===== config.mk =====
export PLATFORM = sky130hd
export DESIGN_NAME = twsc_top
export DESIGN_NICKNAME = d
export VERILOG_FILES = /design/src/twsc_pkg.sv /design/src/twsc_deb.sv /design/src/twsc_top.sv
export SDC_FILE = /design/constraint.sdc
export NUM_CORES = 1
export LEC_CHECK = 0
export ABC_AREA = 1
export BUFFER_PORTS_ARGS = -buffer_cell sky130_fd_sc_hd__clkbuf_2
export CORE_MARGIN = 2
export CORE_UTILIZATION = 55
export CTS_BUF_LIST = sky130_fd_sc_hd__clkbuf_16
export CTS_CLUSTER_SIZE = 25
export DETAILED_ROUTE_END_ITERATION = 12
export PLACE_DENSITY = 0.89
export SYNTH_ARGS = -nofsm -noshare
export SYNTH_HDL_FRONTEND = slang
export SYNTH_SLANG_ARGS = --single-unit

===== constraint.sdc =====
create_clock -name mclk -period 5.6 [get_ports mclk]
set_input_delay 0.56 -clock mclk [delete_from_list [all_inputs] [get_ports mclk]]
set_output_delay 0.56 -clock mclk [all_outputs]
set_load 0.03 [all_outputs]

===== src/twsc_pkg.sv =====
// Package for the two-wire slave control and status block.
// Assumes an APB master on mclk and an open-drain two-wire bus outside.
package twsc_pkg;

	// Register byte addresses on APB
	localparam logic [7:0] OFS_MODE = 8'h00;
	localparam logic [7:0] OFS_FLAGS = 8'h04;
	localparam logic [7:0] OFS_DATA = 8'h08;
	localparam logic [7:0] OFS_ADDR = 8'h0C;

	// Operating mode codes
	localparam logic [2:0] MODE_TWS = 3'h6;
	localparam logic [2:0] MODE_SPI_SLV = 3'h5;
	localparam logic [2:0] MODE_SPI_MST_TOP = 3'h4;
	localparam logic [2:0] MODE_UNUSED = 3'h7;

	// Debounce selection and sample counts
	localparam logic [1:0] DEB_NONE = 2'h0;
	localparam logic [1:0] DEB_TWO = 2'h1;
	localparam logic [2:0] DEB_CNT_NONE = 3'h0;
	localparam logic [2:0] DEB_CNT_TWO = 3'h2;
	localparam logic [2:0] DEB_CNT_FOUR = 3'h4;

	// Index of the last bit of a byte
	localparam logic [3:0] BIT_LAST = 4'h7;

	typedef struct packed {
		logic [2:0] op_mode;
		logic uart_sel;
		logic [1:0] deb_sel;
		logic enable;
		logic spare;
	} twsc_mode_t;

	typedef struct packed {
		logic byte_done;
		logic addr_match;
		logic bus_busy;
		logic tx_sel;
		logic ack_to_send;
		logic master_dir;
		logic wake_en;
		logic rx_ack;
	} twsc_flags_t;

	localparam twsc_mode_t MODE_RST = twsc_mode_t'(8'hE0);
	localparam twsc_flags_t FLAGS_RST = twsc_flags_t'(8'h81);
	localparam logic [7:0] OWN_ADDR_RST = 8'h00;
	localparam logic [7:0] DATA_RST = 8'h00;

	typedef enum logic [3:0] {
		TWSC_IDLE, TWSC_ADDR, TWSC_RX, TWSC_TX, TWSC_ACK, TWSC_TACK,
		TWSC_HOLD, TWSC_SKIP
	} twsc_state_t;

	typedef struct packed {
		logic psel;
		logic penable;
		logic pwrite;
		logic [7:0] paddr;
		logic [31:0] pwdata;
	} twsc_apb_req_t;

	typedef struct packed {
		logic [31:0] prdata;
		logic pready;
		logic pslverr;
	} twsc_apb_rsp_t;

	typedef struct packed {
		logic scl;
		logic sda;
	} twsc_pin_in_t;

	typedef struct packed {
		logic scl_o;
		logic scl_oe;
		logic sda_o;
		logic sda_oe;
	} twsc_pin_out_t;

	typedef struct packed {
		logic tws;
		logic spi_slv;
		logic spi_mst;
		logic uart;
	} twsc_sel_t;

	typedef struct packed {
		logic byte_done_evt;
		logic match_evt;
		logic wake_req;
	} twsc_evt_t;

	typedef struct packed {
		logic [1:0] s1;
		logic [1:0] s2;
		logic [1:0] f;
		logic [1:0][2:0] cnt;
	} twsc_deb_st_t;

	localparam twsc_deb_st_t DEB_ST_RST = '{s1: 2'h3, s2: 2'h3, f: 2'h3,
		cnt: '0};

	typedef struct packed {
		twsc_state_t st;
		logic [3:0] bitcnt;
		logic [7:0] sh;
		logic ackv;
		logic ack_on;
		twsc_mode_t mode;
		twsc_flags_t flags;
		logic [7:0] data;
		logic [7:0] own;
		logic scl_p;
		logic sda_p;
		logic scl_oe;
		logic sda_oe;
		logic [31:0] prdata;
		logic done_evt;
		logic match_evt;
		logic wake_req;
	} twsc_st_t;

	localparam twsc_st_t ST_RST = '{st: TWSC_IDLE, bitcnt: 4'h0, sh: 8'h00,
		ackv: 1'b0, ack_on: 1'b0, mode: MODE_RST, flags: FLAGS_RST,
		data: DATA_RST, own: OWN_ADDR_RST, scl_p: 1'b1, sda_p: 1'b1,
		scl_oe: 1'b0, sda_oe: 1'b0, prdata: 32'h0000_0000,
		done_evt: 1'b0, match_evt: 1'b0, wake_req: 1'b0};

	function automatic logic tws_on(input twsc_mode_t m);
		return m.enable & ~m.uart_sel & (m.op_mode == MODE_TWS);
	endfunction

	function automatic logic reg_mapped(input logic [7:0] a);
		return (a == OFS_MODE) | (a == OFS_FLAGS) | (a == OFS_DATA) |
			(a == OFS_ADDR);
	endfunction

endpackage


===== src/twsc_deb.sv =====
// Synchroniser and debounce filter for the two bus lines.
// Assumes raw pin levels from outside the mclk domain.
`timescale 1ns/100ps
module twsc_deb(
	// Clock and reset
	input wire logic mclk,
	input wire logic nrst,
	// Filter selection
	input wire logic [1:0] deb_sel,
	// Raw pins
	input wire twsc_pkg::twsc_pin_in_t pin,
	// Filtered levels
	output twsc_pkg::twsc_pin_in_t filt
);
	import twsc_pkg::*;

	twsc_deb_st_t s_r;
	twsc_deb_st_t s_nxt;
	logic [2:0] lim;

	always_comb begin
		s_nxt = s_r;
		s_nxt.s1 = pin;
		s_nxt.s2 = s_r.s1;
		case (deb_sel)
			DEB_NONE: lim = DEB_CNT_NONE;
			DEB_TWO: lim = DEB_CNT_TWO;
			default: lim = DEB_CNT_FOUR;
		endcase
		// Both lines get the same delay so START and STOP stay aligned
		for (int i = 0; i < 2; i++) begin
			if (s_r.s2[i] == s_r.f[i]) begin
				s_nxt.cnt[i] = 3'h0;
			end else if (lim == DEB_CNT_NONE ||
				s_r.cnt[i] + 3'h1 >= lim) begin
				s_nxt.f[i] = s_r.s2[i];
				s_nxt.cnt[i] = 3'h0;
			end else begin
				s_nxt.cnt[i] = s_r.cnt[i] + 3'h1;
			end
		end
	end

	always_ff @(posedge mclk or negedge nrst) begin
		if (!nrst) begin
			s_r <= DEB_ST_RST;
		end else begin
			s_r <= s_nxt;
		end
	end

	assign filt = s_r.f;
endmodule


===== src/twsc_top.sv =====
// Two-wire slave control and status logic with its APB register file.
// Assumes an APB master on mclk and open-drain bus lines pulled high.
//
// The APB slave port and the address map are this design's own decisions.
`timescale 1ns/100ps
module twsc_top(
	// Clock and reset
	input wire logic mclk,
	input wire logic nrst,
	// APB slave
	input wire twsc_pkg::twsc_apb_req_t apb_req,
	output twsc_pkg::twsc_apb_rsp_t apb_rsp,
	// Bus pins
	input wire twsc_pkg::twsc_pin_in_t pin_in,
	output twsc_pkg::twsc_pin_out_t pin_out,
	// Mode decode and events
	output twsc_pkg::twsc_sel_t unit_sel,
	output twsc_pkg::twsc_evt_t evt
);
	import twsc_pkg::*;

	twsc_st_t s_r;
	twsc_st_t s_nxt;
	twsc_pin_in_t filt;
	logic [1:0] deb_use;
	logic active;
	logic setup;
	logic acc;
	logic wr;
	logic data_rd;
	logic data_wr;
	logic rise;
	logic fall;
	logic start;
	logic stop;

	// Filtering only applies in two-wire mode
	assign active = tws_on(s_r.mode);
	assign deb_use = active ? s_r.mode.deb_sel : DEB_NONE;

	twsc_deb u_deb (
		.mclk(mclk),
		.nrst(nrst),
		.deb_sel(deb_use),
		.pin(pin_in),
		.filt(filt)
	);

	always_comb begin
		s_nxt = s_r;
		s_nxt.done_evt = 1'b0;
		s_nxt.match_evt = 1'b0;
		s_nxt.wake_req = 1'b0;

		setup = apb_req.psel & ~apb_req.penable;
		acc = apb_req.psel & apb_req.penable;
		wr = acc & apb_req.pwrite;
		data_rd = acc & ~apb_req.pwrite & (apb_req.paddr == OFS_DATA);
		data_wr = wr & (apb_req.paddr == OFS_DATA);

		// Read data is captured in setup so prdata comes from a flop
		if (setup) begin
			case (apb_req.paddr)
				OFS_MODE: s_nxt.prdata = {24'h000000, s_r.mode};
				OFS_FLAGS: s_nxt.prdata = {24'h000000, s_r.flags};
				OFS_DATA: s_nxt.prdata = {24'h000000, s_r.data};
				OFS_ADDR: s_nxt.prdata = {24'h000000, s_r.own};
				default: s_nxt.prdata = 32'h0000_0000;
			endcase
		end

		if (wr) begin
			case (apb_req.paddr)
				OFS_MODE: begin
					s_nxt.mode = twsc_mode_t'(apb_req.pwdata[7:0]);
					if (!s_r.mode.enable && tws_on(s_nxt.mode)) begin
						// Status flags restart; software bits stay
						s_nxt.flags.byte_done = FLAGS_RST.byte_done;
						s_nxt.flags.addr_match = FLAGS_RST.addr_match;
						s_nxt.flags.bus_busy = FLAGS_RST.bus_busy;
						s_nxt.flags.master_dir = FLAGS_RST.master_dir;
						s_nxt.flags.rx_ack = FLAGS_RST.rx_ack;
					end
				end
				OFS_FLAGS: begin
					s_nxt.flags.tx_sel = apb_req.pwdata[4];
					s_nxt.flags.ack_to_send = apb_req.pwdata[3];
					s_nxt.flags.wake_en = apb_req.pwdata[1];
				end
				OFS_DATA: begin
					s_nxt.data = apb_req.pwdata[7:0];
				end
				OFS_ADDR: begin
					s_nxt.own = apb_req.pwdata[7:0];
				end
				default: begin
				end
			endcase
		end

		s_nxt.scl_p = filt.scl;
		s_nxt.sda_p = filt.sda;
		rise = filt.scl & ~s_r.scl_p;
		fall = ~filt.scl & s_r.scl_p;
		start = s_r.scl_p & filt.scl & s_r.sda_p & ~filt.sda;
		stop = s_r.scl_p & filt.scl & ~s_r.sda_p & filt.sda;

		if (!active) begin
			// Pins fully released and sequencer parked
			s_nxt.st = TWSC_IDLE;
			s_nxt.scl_oe = 1'b0;
			s_nxt.sda_oe = 1'b0;
			s_nxt.ack_on = 1'b0;
		end else if (start) begin
			s_nxt.flags.bus_busy = 1'b1;
			s_nxt.flags.byte_done = 1'b0;
			s_nxt.flags.addr_match = 1'b0;
			s_nxt.bitcnt = 4'h0;
			s_nxt.ack_on = 1'b0;
			s_nxt.scl_oe = 1'b0;
			s_nxt.sda_oe = 1'b0;
			s_nxt.st = TWSC_ADDR;
		end else if (stop) begin
			s_nxt.flags.bus_busy = 1'b0;
			s_nxt.scl_oe = 1'b0;
			s_nxt.sda_oe = 1'b0;
			s_nxt.ack_on = 1'b0;
			s_nxt.st = TWSC_IDLE;
		end else begin
			case (s_r.st)
				TWSC_ADDR: begin
					if (rise) begin
						s_nxt.sh = {s_r.sh[6:0], filt.sda};
						s_nxt.bitcnt = s_r.bitcnt + 4'h1;
						if (s_r.bitcnt == BIT_LAST) begin
							if (s_r.sh[6:0] == s_r.own[7:1]) begin
								s_nxt.flags.addr_match = 1'b1;
								s_nxt.flags.master_dir = filt.sda;
								s_nxt.match_evt = 1'b1;
								s_nxt.wake_req = s_r.flags.wake_en;
								s_nxt.ackv = 1'b0;
								s_nxt.st = TWSC_ACK;
							end else begin
								// Not ours: stay off the bus until next START
								s_nxt.st = TWSC_SKIP;
							end
						end
					end
				end
				TWSC_RX: begin
					if (rise) begin
						s_nxt.sh = {s_r.sh[6:0], filt.sda};
						s_nxt.bitcnt = s_r.bitcnt + 4'h1;
						if (s_r.bitcnt == BIT_LAST) begin
							s_nxt.data = {s_r.sh[6:0], filt.sda};
							// Software must have cleared this beforehand
							s_nxt.ackv = s_r.flags.ack_to_send;
							s_nxt.st = TWSC_ACK;
						end
					end
				end
				TWSC_ACK: begin
					if (fall) begin
						if (!s_r.ack_on) begin
							s_nxt.sda_oe = ~s_r.ackv;
							s_nxt.ack_on = 1'b1;
						end else begin
							s_nxt.sda_oe = 1'b0;
							s_nxt.ack_on = 1'b0;
							s_nxt.flags.byte_done = 1'b1;
							s_nxt.done_evt = 1'b1;
							s_nxt.scl_oe = 1'b1;
							s_nxt.st = TWSC_HOLD;
						end
					end
				end
				TWSC_HOLD: begin
					// Stretching covers the gap until software services data
					s_nxt.scl_oe = 1'b1;
					if (s_r.flags.tx_sel && data_wr) begin
						s_nxt.scl_oe = 1'b0;
						s_nxt.sh = apb_req.pwdata[7:0];
						s_nxt.sda_oe = ~apb_req.pwdata[7];
						s_nxt.bitcnt = 4'h0;
						s_nxt.flags.byte_done = 1'b0;
						s_nxt.flags.addr_match = 1'b0;
						s_nxt.st = TWSC_TX;
					end else if (!s_r.flags.tx_sel && data_rd) begin
						s_nxt.scl_oe = 1'b0;
						s_nxt.bitcnt = 4'h0;
						s_nxt.flags.byte_done = 1'b0;
						s_nxt.flags.addr_match = 1'b0;
						s_nxt.st = TWSC_RX;
					end
				end
				TWSC_TX: begin
					if (fall) begin
						if (s_r.bitcnt == BIT_LAST) begin
							s_nxt.sda_oe = 1'b0;
							s_nxt.st = TWSC_TACK;
						end else begin
							s_nxt.bitcnt = s_r.bitcnt + 4'h1;
							s_nxt.sh = {s_r.sh[6:0], 1'b0};
							s_nxt.sda_oe = ~s_r.sh[6];
						end
					end
				end
				TWSC_TACK: begin
					if (rise) begin
						s_nxt.flags.rx_ack = filt.sda;
					end
					if (fall) begin
						s_nxt.flags.byte_done = 1'b1;
						s_nxt.done_evt = 1'b1;
						if (s_r.flags.rx_ack) begin
							// Master declined: leave data free for STOP
							s_nxt.st = TWSC_SKIP;
						end else begin
							s_nxt.scl_oe = 1'b1;
							s_nxt.st = TWSC_HOLD;
						end
					end
				end
				TWSC_IDLE, TWSC_SKIP: begin
					s_nxt.scl_oe = 1'b0;
					s_nxt.sda_oe = 1'b0;
				end
				default: begin
					s_nxt.st = TWSC_IDLE;
				end
			endcase
		end
	end

	always_ff @(posedge mclk or negedge nrst) begin
		if (!nrst) begin
			s_r <= ST_RST;
		end else begin
			s_r <= s_nxt;
		end
	end

	// Zero wait states; unmapped access reports an error
	assign apb_rsp.prdata = s_r.prdata;
	assign apb_rsp.pready = 1'b1;
	assign apb_rsp.pslverr = acc & ~reg_mapped(apb_req.paddr);

	// Open drain: pins only ever pull low
	assign pin_out.scl_o = 1'b0;
	assign pin_out.scl_oe = s_r.scl_oe;
	assign pin_out.sda_o = 1'b0;
	assign pin_out.sda_oe = s_r.sda_oe;

	// Mode decode, meaningful only with UART bit clear
	assign unit_sel.uart = s_r.mode.uart_sel;
	assign unit_sel.tws = ~s_r.mode.uart_sel &
		(s_r.mode.op_mode == MODE_TWS);
	assign unit_sel.spi_slv = ~s_r.mode.uart_sel &
		(s_r.mode.op_mode == MODE_SPI_SLV);
	assign unit_sel.spi_mst = ~s_r.mode.uart_sel &
		(s_r.mode.op_mode <= MODE_SPI_MST_TOP);

	assign evt.byte_done_evt = s_r.done_evt;
	assign evt.match_evt = s_r.match_evt;
	assign evt.wake_req = s_r.wake_req;
endmodule


==> impl_metrics.py, run 1 <==
metrics = {
    "run_status": {
        "result_of_the_run": "finished, final reports clean",
    },
    "synth": {
        "netlist_top_cells_area": "sky130_fd_sc_hd__dfrtp_1 35%, sky130_fd_sc_hd__nand2_1 13%, sky130_fd_sc_hd__dfstp_2 7.7%",
        "synth_top_cell_by_area": "sky130_fd_sc_hd__dfrtp_1",
        "synthesis.area_um2": 4450,
        "synth_top_area_frac": 0.349,
        "synth-seq-area-share": 0.426,
        "yosysWarningCount": 0,
        "post_synth_inst_count": 571,
        "synth-seq-cells": 75,
        "yosys.cell_types.count": 36,
        "synthesis.area_per_instance_um2": 7.79,
    },
    "global_routing": {
        "grt_max_degree": 76,
        "grt-ovfl-total": 0,
        "first_pass_grt_wire_length_um": 16700,
        "first_global_vias": 3623,
        "grt_antenna_before_repair": 0,
        "grt.total_usage": 0.246,
    },
    "run": {
        "cap_violations": 0,
    },
    "clocking": {
        "cts_hold_repair.buffers": 0,
        "cts_made_buffers": 9,
        "clkTransAtPathRegs_ps": 60,
        "clock_tree.buffer_depth": 2,
        "cts_tree": "built",
        "post-cts-setup-buffers": 0,
        "clk_root_buffer_cell": "sky130_fd_sc_hd__clkbuf_16",
        "post_cts_gate_resize_count": 0,
        "tritoncts_num_sinks": 75,
        "cts-htree-levels": 3,
        "clock_latency_ps": 350,
    },
    "placed_design": {
        "dp_cells": 688,
        "gp_congestion": 0.925,
        "detailedPlacementHpwl_um": 7310,
        "port_buffers": 40,
    },
    "critical_path": {
        "critical_path_required_ps": 5040,
        "worst_r2r_endpoint": "u_deb.s_r[2]$_DFF_PN0_",
        "critical_path_depth": 8,
        "crit_end": "apb_rsp[0]",
        "critical_path.most_common_cell": "sky130_fd_sc_hd__nor2_1",
        "setup.worst_path.start_class": "primary input",
        "critical_path_buf_inv_count": 2,
        "critical-path-slowest-cell": "sky130_fd_sc_hd__nor2_1",
        "regToRegStartpoint": "s_r[69]$_DFFE_PN1P_",
        "crit_path_max_fanout": 11,
        "timing_worst_setup_path_type": "in -> out",
        "critPathCaptureType": "primary output",
        "reg2reg_setup_slack_ps": 3390,
        "critical_path.top_delay_family": "simple AND/OR/NAND/NOR gates",
        "setup.worst_path.start": "apb_req[33]",
        "path_cells": "clkbuf_2 -> nor2_1 -> nand3_1 -> nor2_1 -> nor2_1 -> nand2_1 -> nor2_1 -> clkbuf_2",
        "worstPathArrival_ps": 1950,
        "ff2ff_path_depth": 10,
        "largest_incremental_delay_on_the_critical_path_ps": 630,
    },
    "sta": {
        "grt_setup_unrepaired": "no",
        "fin_setup_tns_ps": 0,
        "timing_worst_slew_pin_value_ps": 907,
        "fin_skew_ps": 10.3,
        "final_hold_viol_count": 0,
        "slew_headroom": 0.395,
        "final.min_clock_period_ps": 2510,
        "post-route-period-util": 0.448,
        "setup-violations-final": 0,
        "timing.final.max_slew_violations": 0,
        "clock.fmax_ghz": 0.399,
    },
    "worst_hold_path": {
        "hold_class": "in -> reg",
        "worst_hold_startpoint": "pin_in[1]",
    },
    "layout": {
        "fraction_of_final_layout_cells_sized_beyond_drive_strength_1": 0.188,
        "area.growth.synth_to_final_pct": 8.53,
        "antenna_cells_inserted": 0,
        "finalNetCount": 651,
        "fillerInstances": 641,
        "final_common_cell": "sky130_fd_sc_hd__nand2_1",
        "multi_input_comb_area_um2": 2070,
        "layout.cells.non_filler": 704,
        "area.sequential_um2": 1890,
        "layout_common_cells": "158 x sky130_fd_sc_hd__nand2_1, 62 x sky130_fd_sc_hd__dfrtp_1, 55 x sky130_fd_sc_hd__o21ai_0",
    },
    "power": {
        "leakagePower_nw": 2.42,
        "power_density_nw_per_um2": 255,
        "ir_worst_vdd_uv": 168,
    },
    "routing": {
        "avgViaCountPerCell": 5.45,
        "finalWirelength_um": 10100,
        "drtPass1Iterations": 5,
        "drt.antenna.violating_nets": 0,
        "num_vias": 3840,
        "per_cell_routed_wire_length_um": 14.3,
        "drtIter0Drc": 303,
        "detail_route.drc_violations": 0,
    },
    "floorplan": {
        "floorplan.io_pins": 92,
        "core_region_area_um2": 7770,
        "floorplan.initialDensity": 0.572,
        "die_area_um2": 8820,
        "std_cell_rows": 32,
        "die_w_um": 93.9,
        "dieHeight_um": 93.9,
    },
}
## power by group
part	internal [mW]	total, mW	switching, mW
logic	0.0149	0.0730	0.0581
clock network	0.353	0.599	0.246
registers	0.552	0.558	0.00653
## worst register-to-register path, cell delays in order, from the launching register on
cell and delay, ps:
sky130_fd_sc_hd__dfstp_2 590, sky130_fd_sc_hd__nand3_4 130, sky130_fd_sc_hd__nor2_8 200, sky130_fd_sc_hd__nand2_1 90, sky130_fd_sc_hd__nor2_1 180, sky130_fd_sc_hd__ha_1 270, sky130_fd_sc_hd__nand2_1 70, sky130_fd_sc_hd__nand2_1 40
sky130_fd_sc_hd__a211oi_1 210, sky130_fd_sc_hd__inv_1 120, sky130_fd_sc_hd__nor3b_1 210
## Yosys cell counts (all sizes together)
library cell	number
nand2	164
ha	7
o21ai	60
clkbuf	4
xor2	4
a31oi	2
o211ai	1
nand4	15
dfstp	13
nor3b	3
dfrtp	62
inv	60
a21boi	1
xnor2	6
a211oi	2
nand3	29
mux2	8
nor3	9
buf	46
nor4	2
conb	2
nor2	56
a21oi	15
## worst min-delay path by stage
stage,to,slack [ps],cells past startpoint
4_1_cts,u_deb.s_nxt[9]$_DFF_PN1_,300,1
3_5_place_dp,u_deb.s_r[9]$_DFF_PN1_,350,0
2_1_floorplan,apb_rsp[2]$_DFFE_PN0P_,260,0
6_report,u_deb.s_nxt[9]$_DFF_PN1_,300,1
5_1_grt,u_deb.s_nxt[9]$_DFF_PN1_,290,1
3_3_place_gp,u_deb.s_r[8]$_DFF_PN1_,350,0
## metrics by stage
step                utilization  cell area, um2  worst slack [ps]  hold slack [ps]  total power [mW]
floorplan                     -            4540              3470              264             0.628
global placement          0.581            4520              3070              345             0.638
CTS                       0.621            4820              3130              297              1.24
detailed placement        0.581            4520              3020              347             0.641
finish                    0.621            4820              3090              297              1.23
global route              0.621            4820              2970              294              1.27
## routing by layer
metal | vias up | part of all wire | wire length, um | global-route usage
met5 | - | 0 | 0 | 0
met4 | 0 | 0.019 | 189 | 0.0942
met3 | 21 | 0.089 | 898 | 0.0594
met2 | 187 | 0.49 | 4930 | 0.405
met1 | 1799 | 0.40 | 4070 | 0.312
li1 | 1833 | - | - | -
## sequential cells by signal, indices dropped and copies added, names as in the netlist
name,cells
apb_rsp,8
evt,3
pin_out,2
s_r,49
u_deb.filt,2
u_deb.s_nxt,2
u_deb.s_r,8
unit_sel,1
## cells by family (layout without fill, tap and decap cells)
logic type | count (synthesis) | count (layout) | synth area share
adders and majority gates | 7 | 7 | 0.0197
AOI/OAI and AO/OA | 81 | 81 | 0.101
buffers and inverters | 110 | 116 | 0.130
other | 2 | 27 | 0.00169
and+or+nand+nor | 278 | 278 | 0.282
xor gates and xnor gates | 10 | 10 | 0.0197
muxes | 8 | 8 | 0.0203
DFF | 75 | 75 | 0.426
## layout make-up
class | instances | area share
Multi-Input combinational cell | 411 | 0.428
Sequential cell | 75 | 0.392
Clock buffer | 9 | 0.0467
Inverter | 60 | 0.0467
Timing Repair Buffer | 40 | 0.0420
Tap cell | 102 | 0.0265
Clock inverter | 7 | 0.0174
No activity file was read; power rests on OpenSTA's default activity.
==> inputs of run 2 (changes only) <==
--- a/config.mk
+++ b/config.mk
@@ -8,11 +8,11 @@
 export ABC_AREA = 1
 export BUFFER_PORTS_ARGS = -buffer_cell sky130_fd_sc_hd__clkbuf_2
 export CORE_MARGIN = 2
-export CORE_UTILIZATION = 55
+export CORE_UTILIZATION = 50
 export CTS_BUF_LIST = sky130_fd_sc_hd__clkbuf_16
 export CTS_CLUSTER_SIZE = 25
 export DETAILED_ROUTE_END_ITERATION = 12
-export PLACE_DENSITY = 0.89
+export PLACE_DENSITY = 0.86
 export SYNTH_ARGS = -nofsm -noshare
 export SYNTH_HDL_FRONTEND = slang
 export SYNTH_SLANG_ARGS = --single-unit
==> constraint.sdc (replaced) <==
create_clock -name mclk -period 2.08 [get_ports mclk]
set_input_delay 0.208 -clock mclk [delete_from_list [all_inputs] [get_ports mclk]]
set_output_delay 0.208 -clock mclk [all_outputs]
set_load 0.03 [all_outputs]
==> impl_metrics.py, run 2 (synthesized netlist as in run 1, its figures left out) <==
metrics = {
    "placed_design": {
        "pre_cts_slack_ps": 45.7,
        "gp_congestion": 0.955,
        "port_buffers": 40,
        "dp_cells": 713,
        "detailedPlacementHpwl_um": 7630,
    },
    "routing": {
        "detail_route.drc_violations": 0,
        "drt.antenna.violating_nets": 0,
        "finalWirelength_um": 10700,
        "per_cell_routed_wire_length_um": 14.5,
        "num_vias": 3968,
        "avgViaCountPerCell": 5.38,
        "drtIter0Drc": 268,
        "drtPass1Iterations": 5,
    },
    "clocking": {
        "clock_tree.buffer_depth": 2,
        "cts_tree": "built",
        "clkTransAtPathRegs_ps": 60,
        "clock_latency_ps": 340,
        "tritoncts_num_sinks": 75,
        "clk_root_buffer_cell": "sky130_fd_sc_hd__clkbuf_16",
        "cts-htree-levels": 3,
        "cts_made_buffers": 9,
    },
    "sta": {
        "post-route-period-util": 0.953,
        "timing.final.max_slew_violations": 0,
        "final_critical_path_setup_slack_ps": 97.2,
        "final_hold_viol_count": 0,
        "slew_headroom": 0.649,
        "fin_skew_ps": 8.10,
        "grt_setup_unrepaired": "yes",
        "setup-violations-final": 0,
        "timing_worst_slew_pin_value_ps": 525,
        "final.min_clock_period_ps": 1980,
        "clock.fmax_ghz": 0.504,
    },
    "global_routing": {
        "grt-ovfl-total": 0,
        "grt_max_degree": 32,
        "first_pass_grt_wire_length_um": 17600,
        "first_global_vias": 3805,
        "grt.total_usage": 0.227,
        "grt_antenna_before_repair": 0,
    },
    "power": {
        "power.net_switching_uw": 820,
        "pwr-share-clk": 0.478,
        "comb_power_share": 0.067,
        "sw_frac_of_total": 0.249,
        "leakagePower_nw": 2.58,
        "power_density_nw_per_um2": 644,
        "seq_power_share": 0.456,
        "internal_power_mw": 2.48,
        "ir_worst_vdd_uv": 343,
    },
    "layout": {
        "finalNetCount": 678,
        "layout.cells.non_filler": 737,
        "max_flop_register": "s_r",
        "antenna_cells_inserted": 0,
        "largest_reg_flops": 49,
        "fraction_of_final_layout_cells_sized_beyond_drive_strength_1": 0.237,
        "layout_common_cells": "157 x sky130_fd_sc_hd__nand2_1, 62 x sky130_fd_sc_hd__dfrtp_1, 54 x sky130_fd_sc_hd__o21ai_0",
        "final_common_cell": "sky130_fd_sc_hd__nand2_1",
        "area.growth.synth_to_final_pct": 15.0,
        "utilization": 0.589,
    },
    "critical_path": {
        "critPathCaptureType": "register",
        "worstPathArrival_ps": 2200,
        "path_cells": "nand3_4 -> nor2_8 -> buf_4 -> buf_4 -> nand2_4 -> nor2_8 -> nand2_2 -> nor2_2 -> nand2_2 -> buf_12 -> nor2_1 -> a21oi_2",
        "setup.worst_path.start_class": "register",
        "largest_incremental_delay_on_the_critical_path_ps": 560,
        "critical_path.top_delay_family": "simple AND/OR/NAND/NOR gates",
        "crit_path_max_fanout": 14,
        "critical-path-slowest-cell": "sky130_fd_sc_hd__dfstp_2",
        "timing_worst_setup_path_type": "reg -> reg",
        "critical_path_buf_inv_count": 3,
        "critical_path_required_ps": 2300,
    },
    "floorplan": {
        "die_w_um": 98.3,
        "floorplan.initialDensity": 0.512,
        "dieHeight_um": 98.3,
        "core_region_area_um2": 8680,
        "std_cell_rows": 34,
        "floorplan.io_pins": 92,
        "die_area_um2": 9660,
    },
    "run": {
        "cap_violations": 0,
    },
    "worst_hold_path": {
        "hold_class": "in -> reg",
    },
    "run_status": {
        "result_of_the_run": "finished, final reports clean",
    },
}
## run 2: changes by cell type in the layout (fill, tap and decap cells not counted), moves of 2 or more
cell,delta
sky130_fd_sc_hd__a211oi_1,-2
sky130_fd_sc_hd__a211oi_2,+2
sky130_fd_sc_hd__buf_4,+23
sky130_fd_sc_hd__dlygate4sd3_1,+3
sky130_fd_sc_hd__inv_1,-2
sky130_fd_sc_hd__inv_2,+2
sky130_fd_sc_hd__nor2_1,-2
sky130_fd_sc_hd__nor3_1,-3
sky130_fd_sc_hd__nor3_2,+3
sky130_fd_sc_hd__nor3b_1,-2
sky130_fd_sc_hd__nor3b_2,+2
## run 2: cell type report
cell class / instances / area, um2
multi-input combinational: 411 / 2130
timing repair buffer: 67 / 425
tap: 108 / 135
sequential: 75 / 1890
inverter: 60 / 225
clock buffer: 9 / 225
clock inverter: 7 / 76.3
fill: 723 / 3570
## run 2: worst reg2reg max path: cells and delay by family, from the launching register on
| family | cells | cell delay, ps |
|---|---|---|
| simple gates | 8 | 870 |
| compound gates | 1 | 40 |
| buf+inv | 3 | 400 |
| flops | 1 | 560 |
## run 2: per-layer routing
layer | global-route usage | part of all wire
met5 | 0 | 0
met3 | 0.0487 | 0.077
met1 | 0.294 | 0.41
met4 | 0.0980 | 0.024
met2 | 0.369 | 0.48
## run 2: repair_timing
item | in CTS | in global routing
pin swaps | 0 | 7
buffers inserted | 1 | 4
hold buffers | 3 | 0
hold endpoints to repair | 22 | 0
resized for setup | 0 | 16
setup endpoints to repair | 1 | 8
## run 2: power by group through the flow
| stage | Sequential (mW) | Combinational (mW) | Clock [mW] |
|---|---|---|---|
| 2_1_floorplan | 1.52 | 0.166 | 0 |
| 3_3_place_gp | 1.52 | 0.205 | 0 |
| 3_5_place_dp | 1.53 | 0.210 | 0 |
| 4_1_cts | 1.50 | 0.217 | 1.59 |
| 5_1_grt | 1.50 | 0.242 | 1.67 |
| 6_report | 1.50 | 0.220 | 1.57 |
## run 2: path summary, 6_finish.rpt
path	endpoint	slack, ps	from	depth (start not counted)
max	s_r[73]$_DFFE_PN0P_	100	s_r[70]$_DFFE_PN1P_	12
min	s_r[69]$_DFFE_PN1P_	180	apb_req[6]	3
min in group asynchronous	s_r[46]$_DFFE_PN0P_	350	nrst	2
min reg2reg	u_deb.s_r[8]$_DFF_PN1_	360	u_deb.s_nxt[8]$_DFF_PN1_	0
max in group asynchronous	s_r[49]$_DFF_PN0_	1030	nrst	3
max reg2reg	s_r[73]$_DFFE_PN0P_	100	s_r[70]$_DFFE_PN1P_	12
## run 2: stage by stage
stage	hold slack (ps)	total power [mW]	TNS [ps]	instance area (um2)
6_report	182	3.29	0	5110
5_1_grt	198	3.41	-9.33	5110
4_1_cts	164	3.31	0	5020
3_5_place_dp	166	1.74	0	4680
3_3_place_gp	157	1.73	0	4680
2_1_floorplan	-87.6	1.69	0	4540
